### src/hdl/umcre_defines.svh
// register map, field positions, reset values and timing counts
`ifndef UMCRE_DEFINES_SVH
`define UMCRE_DEFINES_SVH

`define UMCRE_ADDR_MODE     16'hff50
`define UMCRE_ADDR_RXBUF    16'hff51
`define UMCRE_ADDR_TXBUF    16'hff52
`define UMCRE_ADDR_ERRFLAGS 16'hff53
`define UMCRE_ADDR_TXSTAT   16'hff55

`define UMCRE_BIT_POWER     7
`define UMCRE_BIT_TX_EN     6
`define UMCRE_BIT_RX_EN     5
`define UMCRE_BIT_PAR_HI    4
`define UMCRE_BIT_PAR_LO    3
`define UMCRE_BIT_CHAR_LEN  2
`define UMCRE_BIT_STOP_SEL  1
`define UMCRE_BIT_ERR_ROUTE 0

`define UMCRE_BIT_PARITY_ERR  2
`define UMCRE_BIT_FRAMING_ERR 1
`define UMCRE_BIT_OVERRUN_ERR 0

`define UMCRE_BIT_TXBUF_FULL  1
`define UMCRE_BIT_TXSH_BUSY   0

`define UMCRE_RST_MODE      8'h01
`define UMCRE_RST_ERRFLAGS  3'h0
`define UMCRE_RST_BUF       8'hff
`define UMCRE_RST_TXSHIFT   12'hfff

`define UMCRE_PAR_NONE      2'h0
`define UMCRE_PAR_ZERO      2'h1
`define UMCRE_PAR_ODD       2'h2
`define UMCRE_PAR_EVEN      2'h3

// sample ticks per bit is 16: last tick of a bit and mid-bit tick
`define UMCRE_TICK_LAST     4'hf
`define UMCRE_TICK_MID      4'h7

`endif

### src/hdl/umcre_pkg.sv
// types shared by the serial port mode and receive-error logic
package umcre_pkg;

  typedef enum logic [1:0] {
    RX_IDLE  = 2'h0,
    RX_START = 2'h1,
    RX_DATA  = 2'h3,
    RX_STOP  = 2'h2
  } umcre_rx_state_t;

  typedef struct packed {
    logic [7:0]      mode;
    logic [2:0]      err;
    logic [7:0]      rx_buffer;
    logic            rx_full;
    logic [7:0]      tx_buffer;
    logic            txb_full;
    logic [11:0]     tx_sh;
    logic [3:0]      tx_cnt;
    logic [3:0]      tx_tick;
    umcre_rx_state_t rx_st;
    logic [3:0]      rx_tick;
    logic [3:0]      rx_bit;
    logic [8:0]      rx_sh;
    logic [7:0]      rdata;
    logic            irq_done;
    logic            irq_err;
  } umcre_state_t;

  typedef struct packed {
    logic meta;
    logic sync;
  } umcre_sync_state_t;

endpackage : umcre_pkg

### src/hdl/umcre_sync.sv
// two flip-flop synchroniser for an input from outside the clock domain
`timescale 1ns/1ps
module umcre_sync (
  // clock and reset
  input  wire logic clk_i,
  input  wire logic reset_n_i,
  // asynchronous input and its synchronised copy
  input  wire logic async_i,
  output logic      sync_o
);

  umcre_pkg::umcre_sync_state_t s;
  umcre_pkg::umcre_sync_state_t next_s;

  always_comb begin
    next_s.meta = async_i;
    next_s.sync = s.meta;
  end

  always_ff @(posedge clk_i or negedge reset_n_i) begin
    if (!reset_n_i) begin
      s <= '{meta: 1'b1, sync: 1'b1};
    end else begin
      s <= next_s;
    end
  end

  assign sync_o = s.sync;

endmodule : umcre_sync

### src/hdl/umcre_top.sv
// serial port mode control, transmit/receive framing and receive errors
// Notes on behaviour
// - power bit low stops and resets port
// - power off resets error, status, receive buffer
// - transmit enable low resets transmit circuitry
// - receive enable low resets receive circuitry
// - power off: output high, receive input high
// - parity field: none, zero, odd, even
// - zero parity never flags parity errors
// - character length seven or eight bits
// - transmitter sends one or two stop bits
// - receiver checks only one stop bit
// - route bit picks error or done interrupt
// - mode register resets to 01h
// - enabling receive on low line starts reception
// - error flags clear when off or read
// - parity and framing errors set at completion
// - overrun sets flag, new byte discarded
// - seven-bit data reads top bit zero
`timescale 1ns/1ps
`include "umcre_defines.svh"
module umcre_top (
  // clock and reset
  input  wire logic       clk_i,
  input  wire logic       reset_n_i,
  // register port
  input  wire logic [15:0] cpu_addr_i,
  input  wire logic       cpu_wr_i,
  input  wire logic       cpu_rd_i,
  input  wire logic [7:0] cpu_wdata_i,
  output logic      [7:0] cpu_rdata_o,
  // sixteen-per-bit sample tick from the baud generator
  input  wire logic       sample_tick_i,
  // serial pins
  input  wire logic       serial_in_pin_i,
  output logic            serial_out_pin_o,
  // interrupt pulses
  output logic            rx_done_irq_o,
  output logic            rx_error_irq_o
);

  umcre_pkg::umcre_state_t s;
  umcre_pkg::umcre_state_t next_s;

  logic       rx_pin_sync;
  logic       port_power_on;
  logic       tx_enable;
  logic       rx_enable;
  logic [1:0] parity_sel;
  logic       char_len_sel;
  logic       stop_bits_sel;
  logic       err_irq_route;
  logic       rx_line;
  logic [3:0] tx_len;
  logic [3:0] rx_nbits;
  logic [3:0] rx_par_idx;
  logic [7:0] rx_data;
  logic       rx_par_bad;
  logic       rx_frame_bad;
  logic       rx_overrun;
  logic [7:0] tx_status;

  umcre_sync u_rx_sync (
    .clk_i     (clk_i),
    .reset_n_i (reset_n_i),
    .async_i   (serial_in_pin_i),
    .sync_o    (rx_pin_sync)
  );

  // keep only the selected data bits
  function automatic logic [7:0] sel_data(input logic [7:0] d,
                                          input logic       cl);
    sel_data = cl ? d : {1'b0, d[6:0]};
  endfunction : sel_data

  function automatic logic gen_parity(input logic [7:0] d,
                                      input logic [1:0] ps);
    logic p;
    p = ^d;
    case (ps)
      `UMCRE_PAR_ODD:  gen_parity = ~p;
      `UMCRE_PAR_EVEN: gen_parity = p;
      default:         gen_parity = 1'b0;
    endcase
  endfunction : gen_parity

  // start bit, data lsb first, optional parity, then idle-high stop bits
  function automatic logic [11:0] build_frame(input logic [7:0] d,
                                              input logic       cl,
                                              input logic [1:0] ps);
    logic [11:0] f;
    f    = `UMCRE_RST_TXSHIFT;
    f[0] = 1'b0;
    for (int i = 0; i < 8; i++) begin
      if (i < 7 || cl) begin
        f[i + 1] = d[i];
      end
    end
    if (ps != `UMCRE_PAR_NONE) begin
      f[cl ? 9 : 8] = gen_parity(sel_data(d, cl), ps);
    end
    build_frame = f;
  endfunction : build_frame

  assign port_power_on = s.mode[`UMCRE_BIT_POWER];
  assign tx_enable     = s.mode[`UMCRE_BIT_TX_EN];
  assign rx_enable     = s.mode[`UMCRE_BIT_RX_EN];
  assign parity_sel    = {s.mode[`UMCRE_BIT_PAR_HI],
                          s.mode[`UMCRE_BIT_PAR_LO]};
  assign char_len_sel  = s.mode[`UMCRE_BIT_CHAR_LEN];
  assign stop_bits_sel = s.mode[`UMCRE_BIT_STOP_SEL];
  assign err_irq_route = s.mode[`UMCRE_BIT_ERR_ROUTE];

  // with power off the receiver sees an idle line
  assign rx_line = port_power_on ? rx_pin_sync : 1'b1;

  // frame bits: start, 7 or 8 data, optional parity, 1 or 2 stop
  assign tx_len = 4'd9 + {3'h0, char_len_sel}
                + {3'h0, |parity_sel}
                + {3'h0, stop_bits_sel};
  // bits between start and the single checked stop bit
  assign rx_nbits   = 4'd7 + {3'h0, char_len_sel} + {3'h0, |parity_sel};
  assign rx_par_idx = char_len_sel ? 4'd8 : 4'd7;
  assign rx_data    = sel_data(s.rx_sh[7:0], char_len_sel);

  // only odd and even are judged; zero parity is never checked
  assign rx_par_bad = parity_sel[1] &&
                      (s.rx_sh[rx_par_idx] !=
                       gen_parity(rx_data, parity_sel));
  assign rx_frame_bad = ~rx_line;
  // a buffer read in the completing cycle avoids the overrun
  assign rx_overrun = s.rx_full &&
                      !(cpu_rd_i && cpu_addr_i == `UMCRE_ADDR_RXBUF);

  assign tx_status = {6'h00, s.txb_full, (s.tx_cnt != 4'h0)};

  always_comb begin
    next_s          = s;
    next_s.irq_done = 1'b0;
    next_s.irq_err  = 1'b0;

    // register reads; a read of the flags clears them, a read of the buffer clears rx_full
    if (cpu_rd_i) begin
      if (cpu_addr_i == `UMCRE_ADDR_MODE) begin
        next_s.rdata = s.mode;
      end else if (cpu_addr_i == `UMCRE_ADDR_ERRFLAGS) begin
        next_s.rdata = {5'h00, s.err};
        next_s.err   = `UMCRE_RST_ERRFLAGS;
      end else if (cpu_addr_i == `UMCRE_ADDR_RXBUF) begin
        next_s.rdata   = s.rx_buffer;
        next_s.rx_full = 1'b0;
      end else if (cpu_addr_i == `UMCRE_ADDR_TXBUF) begin
        next_s.rdata = s.tx_buffer;
      end else if (cpu_addr_i == `UMCRE_ADDR_TXSTAT) begin
        next_s.rdata = tx_status;
      end else begin
        next_s.rdata = 8'h00;
      end
    end

    // register writes
    if (cpu_wr_i) begin
      if (cpu_addr_i == `UMCRE_ADDR_MODE) begin
        next_s.mode = cpu_wdata_i;
      end else if (cpu_addr_i == `UMCRE_ADDR_TXBUF) begin
        next_s.tx_buffer = cpu_wdata_i;
        if (port_power_on && tx_enable) begin
          next_s.txb_full = 1'b1;
        end
      end
    end

    // transmitter
    if (s.tx_cnt == 4'h0) begin
      if (s.txb_full) begin
        next_s.tx_sh    = build_frame(s.tx_buffer, char_len_sel,
                                      parity_sel);
        next_s.tx_cnt   = tx_len;
        next_s.tx_tick  = 4'h0;
        next_s.txb_full = 1'b0;
      end
    end else if (sample_tick_i) begin
      next_s.tx_tick = s.tx_tick + 4'h1;
      if (s.tx_tick == `UMCRE_TICK_LAST) begin
        next_s.tx_sh  = {1'b1, s.tx_sh[11:1]};
        next_s.tx_cnt = s.tx_cnt - 4'h1;
      end
    end
    if (!tx_enable) begin
      next_s.tx_cnt   = 4'h0;
      next_s.tx_tick  = 4'h0;
      next_s.tx_sh    = `UMCRE_RST_TXSHIFT;
      next_s.txb_full = 1'b0;
    end

    // receiver
    case (s.rx_st)
      umcre_pkg::RX_IDLE: begin
        // level check, so a line already low starts a frame
        if (rx_enable && !rx_line) begin
          next_s.rx_st   = umcre_pkg::RX_START;
          next_s.rx_tick = 4'h0;
        end
      end
      umcre_pkg::RX_START: begin
        if (sample_tick_i) begin
          next_s.rx_tick = s.rx_tick + 4'h1;
          if (s.rx_tick == `UMCRE_TICK_MID) begin
            if (!rx_line) begin
              next_s.rx_st   = umcre_pkg::RX_DATA;
              next_s.rx_tick = 4'h0;
              next_s.rx_bit  = 4'h0;
              next_s.rx_sh   = 9'h000;
            end else begin
              next_s.rx_st = umcre_pkg::RX_IDLE;
            end
          end
        end
      end
      umcre_pkg::RX_DATA: begin
        if (sample_tick_i) begin
          next_s.rx_tick = s.rx_tick + 4'h1;
          if (s.rx_tick == `UMCRE_TICK_LAST) begin
            next_s.rx_sh[s.rx_bit] = rx_line;
            next_s.rx_bit          = s.rx_bit + 4'h1;
            if (s.rx_bit == rx_nbits - 4'h1) begin
              next_s.rx_st = umcre_pkg::RX_STOP;
            end
          end
        end
      end
      umcre_pkg::RX_STOP: begin
        if (sample_tick_i) begin
          next_s.rx_tick = s.rx_tick + 4'h1;
          if (s.rx_tick == `UMCRE_TICK_LAST) begin
            next_s.rx_st = umcre_pkg::RX_IDLE;
            if (rx_par_bad) begin
              next_s.err[`UMCRE_BIT_PARITY_ERR] = 1'b1;
            end
            if (rx_frame_bad) begin
              next_s.err[`UMCRE_BIT_FRAMING_ERR] = 1'b1;
            end
            // buffer still unread: flag and drop the new byte
            if (rx_overrun) begin
              next_s.err[`UMCRE_BIT_OVERRUN_ERR] = 1'b1;
            end else begin
              next_s.rx_buffer = rx_data;
              next_s.rx_full   = 1'b1;
            end
            if ((rx_par_bad || rx_frame_bad || rx_overrun)
                && !err_irq_route) begin
              next_s.irq_err = 1'b1;
            end else begin
              next_s.irq_done = 1'b1;
            end
          end
        end
      end
      default: begin
        next_s.rx_st = umcre_pkg::RX_IDLE;
      end
    endcase
    if (!rx_enable) begin
      next_s.rx_st   = umcre_pkg::RX_IDLE;
      next_s.rx_tick = 4'h0;
      next_s.rx_bit  = 4'h0;
      next_s.irq_err  = 1'b0;
      next_s.irq_done = 1'b0;
    end
    if (!port_power_on && !rx_enable) begin
      next_s.err = `UMCRE_RST_ERRFLAGS;
    end

    // power off holds the port in its initial state, except mode, tx_buffer and rdata
    if (!port_power_on) begin
      next_s.err       = `UMCRE_RST_ERRFLAGS;
      next_s.rx_buffer = `UMCRE_RST_BUF;
      next_s.rx_full   = 1'b0;
      next_s.txb_full  = 1'b0;
      next_s.tx_cnt    = 4'h0;
      next_s.tx_tick   = 4'h0;
      next_s.tx_sh     = `UMCRE_RST_TXSHIFT;
      next_s.rx_st     = umcre_pkg::RX_IDLE;
      next_s.rx_tick   = 4'h0;
      next_s.rx_bit    = 4'h0;
      next_s.rx_sh     = 9'h000;
      next_s.irq_done  = 1'b0;
      next_s.irq_err   = 1'b0;
    end
  end

  always_ff @(posedge clk_i or negedge reset_n_i) begin
    if (!reset_n_i) begin
      s.mode      <= `UMCRE_RST_MODE;
      s.err       <= `UMCRE_RST_ERRFLAGS;
      s.rx_buffer <= `UMCRE_RST_BUF;
      s.rx_full   <= 1'b0;
      s.tx_buffer <= `UMCRE_RST_BUF;
      s.txb_full  <= 1'b0;
      s.tx_sh     <= `UMCRE_RST_TXSHIFT;
      s.tx_cnt    <= 4'h0;
      s.tx_tick   <= 4'h0;
      s.rx_st     <= umcre_pkg::RX_IDLE;
      s.rx_tick   <= 4'h0;
      s.rx_bit    <= 4'h0;
      s.rx_sh     <= 9'h000;
      s.rdata     <= 8'h00;
      s.irq_done  <= 1'b0;
      s.irq_err   <= 1'b0;
    end else begin
      s <= next_s;
    end
  end

  assign cpu_rdata_o      = s.rdata;
  assign serial_out_pin_o = s.tx_sh[0];
  assign rx_done_irq_o    = s.irq_done;
  assign rx_error_irq_o   = s.irq_err;

endmodule : umcre_top

### config.mk
export PLATFORM = sky130hd
export DESIGN_NAME = umcre_top
export DESIGN_NICKNAME = d
export VERILOG_FILES = /design/src/hdl/umcre_pkg.sv /design/src/hdl/umcre_sync.sv /design/src/hdl/umcre_top.sv
export VERILOG_INCLUDE_DIRS = /design/src /design/src/hdl
export SDC_FILE = /design/constraint.sdc
export NUM_CORES = 1
export LEC_CHECK = 0
export BUFFER_PORTS_ARGS = -buffer_cell sky130_fd_sc_hd__buf_2
export CAP_MARGIN = 20
export CORE_MARGIN = 2
export CORE_UTILIZATION = 30
export DETAILED_ROUTE_END_ITERATION = 16
export PLACE_DENSITY_LB_ADDON = 0.15
export SLEW_MARGIN = 30
export SYNTH_ARGS = -nofsm -noshare
export SYNTH_HDL_FRONTEND = slang
export SYNTH_HIERARCHICAL = 1
export SYNTH_SLANG_ARGS = --single-unit
export TNS_END_PERCENT = 20
### constraint.sdc
create_clock -name clk_i -period 4.26 [get_ports clk_i]
set_input_delay 0 -clock clk_i [delete_from_list [all_inputs] [get_ports clk_i]]
set_output_delay 0 -clock clk_i [all_outputs]
set_load 0.01 [all_outputs]
==> results.sh, run 1 <==
export IMPL_fin_crit_ps=2357
export IMPL_antenna_cells=0
export IMPL_clockBufferDepth=2
export IMPL_setup_violations=0
export IMPL_clock_latency_ps=350
export IMPL_worstMarginPinSlew_ps=759.8
export IMPL_drt_first_pass_iters=5
export IMPL_ff2ff_setup_slack_ps=1900
export IMPL_vias=3549
export IMPL_netlist_instances=471
export IMPL_drtIter0Drc=223
export IMPL_maxCapViolCount=0
export IMPL_gp_congestion=0.7724
export IMPL_rows=44
export IMPL_worstPathMaxFanout=18
export IMPL_start_util=0.3088
export IMPL_io_pins=41
export IMPL_synth_distinct_cells=65
export IMPL_cts_clk_slew_worst_paths_ps=60
export IMPL_drc=0
export IMPL_cts_root_buf="clkbuf_16"
export IMPL_synth_edf_count=0
export IMPL_min_to="cpu_rdata_o[1]"
export IMPL_core_area_sq_mm=0.01459
export IMPL_ys_seq_area_frac=0.4529
export IMPL_timing_rr_end="s[36]"
export IMPL_via_per_inst=5.129
export IMPL_final_antenna_net_count=0
export IMPL_wire_per_inst_microns=15.88
export IMPL_synth_simple_area_share=0.1719
export IMPL_cp_required_ps=4520
export IMPL_io_buffers=40
export IMPL_hold_class="input pin to flop"
export IMPL_maxSlewViolCount=0
export IMPL_dieArea_sq_mm=0.01601
export IMPL_placedCellCount=665
export IMPL_r2r_start="s[33]"
export IMPL_drive_above_1_share=0.2441
export IMPL_reg2reg_depth=8
export IMPL_power_density_mw_per_mm2=319.3
export IMPL_antenna_found_initial=0
export IMPL_skew_ps=7.905
export IMPL_avgSynthCellArea_sq_um=9.566
export IMPL_mostFrequentLayoutCell="dfrtp_1"
export IMPL_period_share=0.5532
export IMPL_numCtsBuffers=9
export IMPL_cp_start_kind="flop"
export IMPL_critical_path_class="flop to flop"
export IMPL_finalNonFillerCells=692
export IMPL_grt_pass1_vias=3280
export IMPL_async_flop_share=1.000
export IMPL_die_w_microns=126.6
export IMPL_crit_path_end_kind="flop"
export IMPL_min_from="cpu_addr_i[2]"
export IMPL_cts_tree="built"
export IMPL_htreeDepth=3
export IMPL_grt_pass1_wl_microns=18050
export IMPL_wirelength_microns=10990
export IMPL_finalHoldViolCount=0
export IMPL_setup_tns_ps=0
export IMPL_power_leakage_nw=2.145
export IMPL_worst_ep_arrival_time_ps=2620
export IMPL_synth_top_family_by_area="compound AO/OA/AOI/OAI gates"
export IMPL_status="completed"
export IMPL_ir_drop_mv=0.1806
export IMPL_ys_flop_type="dfrtp_1"
export IMPL_final_cell_mix="dfrtp_1 (49), buf_2 (39), nand2_1 (36), o21ai_0 (36), nor2_1 (35)"
export IMPL_grt_max_degree=81
export IMPL_worst_slack_ps=1903
export IMPL_post_layout_total_power_mw=1.678
export IMPL_synth_mux_area_frac=0.06526
export IMPL_synth_compound_area_frac=0.1794
export IMPL_dp_hpwl_microns=7815
export IMPL_rsz0062_at_grt="false"
export IMPL_dp_slack_ps=1877
export IMPL_area_growth_pct=16.66
export IMPL_cts_sinks=80
export IMPL_postCtsSetupRepairBufs=0
export IMPL_die_h_microns=126.6
export IMPL_synthXorXnorAreaFrac=0.03527
export IMPL_max_freq_mhz=424.3
export IMPL_ys_warnings_count=6
export IMPL_relSlewSlack=0.4934
export IMPL_fin_nets=545
export IMPL_grt_usage=0.1433
export IMPL_hold_depth=3
export IMPL_syn_num_nets=513
export IMPL_grt_ovfl_total=0
export IMPL_synth_seq_cells=80
export IMPL_yosys_area_share_adder=0.03332
export IMPL_syn_cell_area_sq_mm=0.004506
[what timing repair did]
| action | CTS | global route |
|---|---|---|
| resized for setup | 0 | 0 |
| hold buffers | 11 | 0 |
| hold endpoints to repair | 68 | 0 |
[sequential cells by signal, summed over array words and instances, names as in the netlist]
| signal | count |
|---|---|
| serial_out_pin_o | 1 |
| cpu_rdata_o | 8 |
| rx_enable | 1 |
| u_rx_sync/sync_o | 1 |
| char_len_sel | 1 |
| rx_error_irq_o | 1 |
| parity_sel | 2 |
| err_irq_route | 1 |
| port_power_on | 1 |
| s | 61 |
| u_rx_sync/next_s | 1 |
| rx_done_irq_o | 1 |
[worst max-delay path by stage]
stage                      from  cells past startpoint  slack, ps     to
after detailed placement  s[33]                      8       1880  s[36]
after CTS                 s[23]                      5       1900  s[66]
after global placement    s[33]                      8       1660  s[45]
after floorplan           s[33]                      8       2300  s[34]
after global routing      s[33]                      8       1730  s[36]
final                     s[33]                      8       1900  s[36]
[report_power, final]
| part | total (mW) | switching [mW] | internal [mW] |
|---|---|---|---|
| clock | 0.846 | 0.331 | 0.514 |
| combinational | 0.0671 | 0.0400 | 0.0271 |
| sequential | 0.766 | 0.00155 | 0.764 |
| total | 1.68 | 0.373 | 1.31 |
[logic make-up after synthesis]
family                     Yosys count
AOI/OAI and AO/OA                  130
xor gates and xnor gates            15
adders and majority gates           12
buffers and inverters               63
DFF                                 80
muxes                               26
and+or+nand+nor                    145
[per-stage QoR]
stage	hold WS, ps	cell area, sq um	utilization
after floorplan	-295.6	4506	-
after global placement	107.5	4801	0.3291
after detailed placement	107.5	4820	0.3304
after CTS	64.66	5250	0.3599
after global routing	83.72	5256	0.3603
final	75.47	5256	0.3603
[Yosys cell counts, types with 2 or more instances]
library cell / count / area share
nand2b_1: 2 / 0.0028
ha_1: 12 / 0.033
and2_1: 3 / 0.0042
nor3b_1: 4 / 0.0067
mux2_2: 17 / 0.042
a31oi_1: 7 / 0.0097
a21o_1: 2 / 0.0033
xnor2_1: 10 / 0.019
xor2_1: 3 / 0.0058
a211oi_1: 2 / 0.0033
mux2i_1: 8 / 0.018
nand2_1: 36 / 0.030
dfstp_2: 31 / 0.18
o21ai_1: 4 / 0.0044
a41oi_1: 7 / 0.014
and3_1: 4 / 0.0056
nor2_1: 35 / 0.029
o22ai_1: 10 / 0.014
buf_2: 3 / 0.0033
a22oi_1: 2 / 0.0033
nand4_1: 4 / 0.0056
o21a_1: 2 / 0.0033
nand4bb_1: 2 / 0.0050
clkbuf_1: 19 / 0.016
o211ai_1: 9 / 0.015
o2111ai_1: 4 / 0.0078
nor3_1: 3 / 0.0033
inv_1: 30 / 0.025
o41ai_1: 2 / 0.0039
nor2b_1: 4 / 0.0056
nand4b_1: 5 / 0.0097
nor4_1: 2 / 0.0028
dfrtp_1: 49 / 0.27
buf_4: 8 / 0.013
xnor3_1: 2 / 0.010
o31ai_1: 4 / 0.0067
nand3_1: 22 / 0.024
o21ai_0: 36 / 0.040
or2_2: 6 / 0.0083
a21oi_1: 31 / 0.034
[critical path, cell delays in order (launching register included)]
cell and delay [ps]:
dfrtp_1 400, inv_1 90, ha_1 250, nor3b_1 150, buf_4 200, o311ai_4 610
buf_8 240, nand2_1 80, o31ai_1 240
[layer usage]
layer	vias up	GRT usage	routed length, microns
li1	1747	-	-
met1	1715	0.1953	5332
met2	77	0.2233	5064
met3	10	0.04260	468
met4	0	0.03685	122
met5	-	0	0
[cell type report]
class	count	area (sq um)
inverters	31	116.4
clock inverters	7	95.09
fillers	1479	9333
well taps	184	230.2
repair buffers	53	339.1
flip-flops and latches	80	2041
multi-input cells	328	2210
clock buffers	9	225.2
No activity file was read; power rests on OpenSTA's default activity.
==> run 2: changes to the inputs <==
- clock period: 4.26 -> 2.3 ns (I/O delays scaled with it)
==> run 2 against run 1 <==
Compared with the run above:
- worst setup slack worse by 1600 ps
- via count grew 1.3%
- flip-flop and latch count unchanged
- combinational power increased by 94%
- critical path type unchanged
- largest power group unchanged
- highest routed layer unchanged
==> results.sh, run 2 (synthesis results as in run 1) <==
export IMPL_status="completed"
export IMPL_drtIter0Drc=231
export IMPL_area_growth_pct=19.36
export IMPL_cp_required_ps=2560
export IMPL_crit_family="simple AND/OR/NAND/NOR gates"
export IMPL_period_share=0.8791
export IMPL_die_h_microns=126.6
export IMPL_rsz0062_at_grt="false"
export IMPL_crit_path_cell_trace="inv_1 > ha_1 > nor3b_1 > o311ai_4 > buf_4 > nand3_1 > o21ai_0 > nor3_1"
export IMPL_regMostFlops="s"
export IMPL_cts_clk_slew_worst_paths_ps=60
export IMPL_cts_tree="built"
export IMPL_drive_above_1_share=0.2620
export IMPL_hold_ws_ps=25.46
export IMPL_vias=3594
export IMPL_finalHoldViolCount=0
export IMPL_io_buffers=40
export IMPL_antenna_cells=0
export IMPL_start_util=0.3088
export IMPL_clock_latency_ps=340
export IMPL_cts_root_buf="clkbuf_16"
export IMPL_p_int_mw=2.510
export IMPL_fin_crit_ps=2022
export IMPL_cp_buffers_inverters=2
export IMPL_numCtsBuffers=9
export IMPL_crit_path_end_kind="flop"
export IMPL_slowest_stage="nor3b_1"
export IMPL_fin_nets=560
export IMPL_grt_pass1_wl_microns=18760
export IMPL_worstPathMaxFanout=13
export IMPL_swShare=0.2049
export IMPL_gp_congestion=0.7756
export IMPL_wirelength_microns=11400
export IMPL_drt_first_pass_iters=4
export IMPL_pwr_share_clk=0.509
export IMPL_clockBufferDepth=2
export IMPL_largest_register_ffs=61
export IMPL_final_antenna_net_count=0
export IMPL_htreeDepth=3
export IMPL_pwr_share_comb=0.041
export IMPL_maxCapViolCount=0
export IMPL_setup_tns_ps=0
export IMPL_worst_ep_arrival_time_ps=2280
export IMPL_dieArea_sq_mm=0.01601
export IMPL_maxSlewViolCount=0
export IMPL_mostFrequentLayoutCell="dfrtp_1"
export IMPL_die_w_microns=126.6
export IMPL_ff2ff_setup_slack_ps=280
export IMPL_postCtsSetupRepairBufs=0
export IMPL_grt_pass1_vias=3580
export IMPL_power_leakage_nw=2.229
export IMPL_final_cell_mix="dfrtp_1 (49), buf_2 (39), nand2_1 (36), o21ai_0 (36), nor2_1 (35)"
export IMPL_grt_max_degree=44
export IMPL_grt_ovfl_total=0
export IMPL_cp_start_kind="flop"
export IMPL_via_per_inst=5.083
export IMPL_relSlewSlack=0.6125
export IMPL_setup_violations=0
export IMPL_dpl_instance_area_sq_mm=0.004941
export IMPL_postLayoutCellArea_sq_mm=0.005378
export IMPL_ir_drop_mv=0.3378
export IMPL_hold_class="input pin to flop"
export IMPL_r2r_start="s[33]"
export IMPL_dp_hpwl_microns=8412
export IMPL_critPathLaunch="s[33]"
export IMPL_critical_path_class="flop to flop"
export IMPL_worstMarginPinSlew_ps=581.3
export IMPL_pwr_share_seq=0.450
export IMPL_power_density_mw_per_mm2=587.1
export IMPL_cts_sinks=80
export IMPL_core_area_sq_mm=0.01459
export IMPL_grt_usage=0.1470
export IMPL_io_pins=41
export IMPL_wire_per_inst_microns=16.13
export IMPL_critical_path_max_stage_delay_ps=450
export IMPL_p_switching_mw=0.6470
export IMPL_skew_ps=7.175
export IMPL_drc=0
export IMPL_rows=44
export IMPL_max_freq_mhz=494.6
export IMPL_min_from="cpu_rd_i"
export IMPL_antenna_found_initial=0
-- run 2: cell count changes in the layout (fill, tap and decap cells not counted), moves of 2 or more --
cell	before	now
buf_4	1	18
clkbuf_8	0	3
clkbuf_1	0	2
clkinv_2	2	0
-- run 2: worst paths after layout --
kind	cells past startpoint	end
min in group asynchronous	2	s[35]
worst min-delay path	2	cpu_rdata_o[0]
worst max register to register	8	s[46]
worst max-delay path	8	s[46]
max in group asynchronous	3	s[66]
worst min register to register	0	u_rx_sync/sync_o
-- run 2: repair_timing --
action                                  in CTS  in global routing
endpoints found under the setup margin       0                  3
resized for setup                            0                  1
hold buffers                                10                  0
hold endpoints to repair                    45                  0
-- run 2: metrics by stage --
step	util	total power [mW]	worst slack [ps]	cells
6_report	0.3686	3.157	278.0	707
5_1_grt	0.3686	3.289	63.46	707
4_1_cts	0.3684	3.214	121.6	707
3_5_place_dp	0.3387	1.563	132.4	681
3_3_place_gp	0.3387	1.562	220.3	681
2_1_floorplan	-	1.488	340.8	471
-- run 2: area by class of cell --
class,instances,area [sq um]
clock buffers,14,274.0
clock inverters,2,60.06
flip-flops and latches,80,2041
repair buffers,68,450.4
well taps,184,230.2
multi-input cells,328,2206
fillers,1443,9211
inverters,31,116.4
-- run 2: power groups by stage --
stage	Sequential (mW)	Combinational [mW]	Clock [mW]
CTS	1.42	0.134	1.66
detailed placement	1.44	0.121	0
global placement	1.44	0.120	0
global route	1.42	0.147	1.72
floorplan	1.44	0.0463	0
finish	1.42	0.130	1.61
-- run 2: layer usage --
| layer | vias to the layer above | GRT usage | share of wire |
|---|---|---|---|
| li1 | 1778 | - | - |
| met1 | 1757 | 0.2046 | 0.48 |
| met2 | 54 | 0.2315 | 0.47 |
| met3 | 5 | 0.03712 | 0.038 |
| met4 | 0 | 0.03297 | 0.0062 |
| met5 | - | 0 | 0 |
-- run 2: worst reg2reg max path, cell delays in order, from the launching register on --
cell and delay (ps):
dfrtp_1 420, inv_1 110, ha_1 230, nor3b_1 450, o311ai_4 200, buf_4 220
nand3_1 80, o21ai_0 100, nor3_1 140
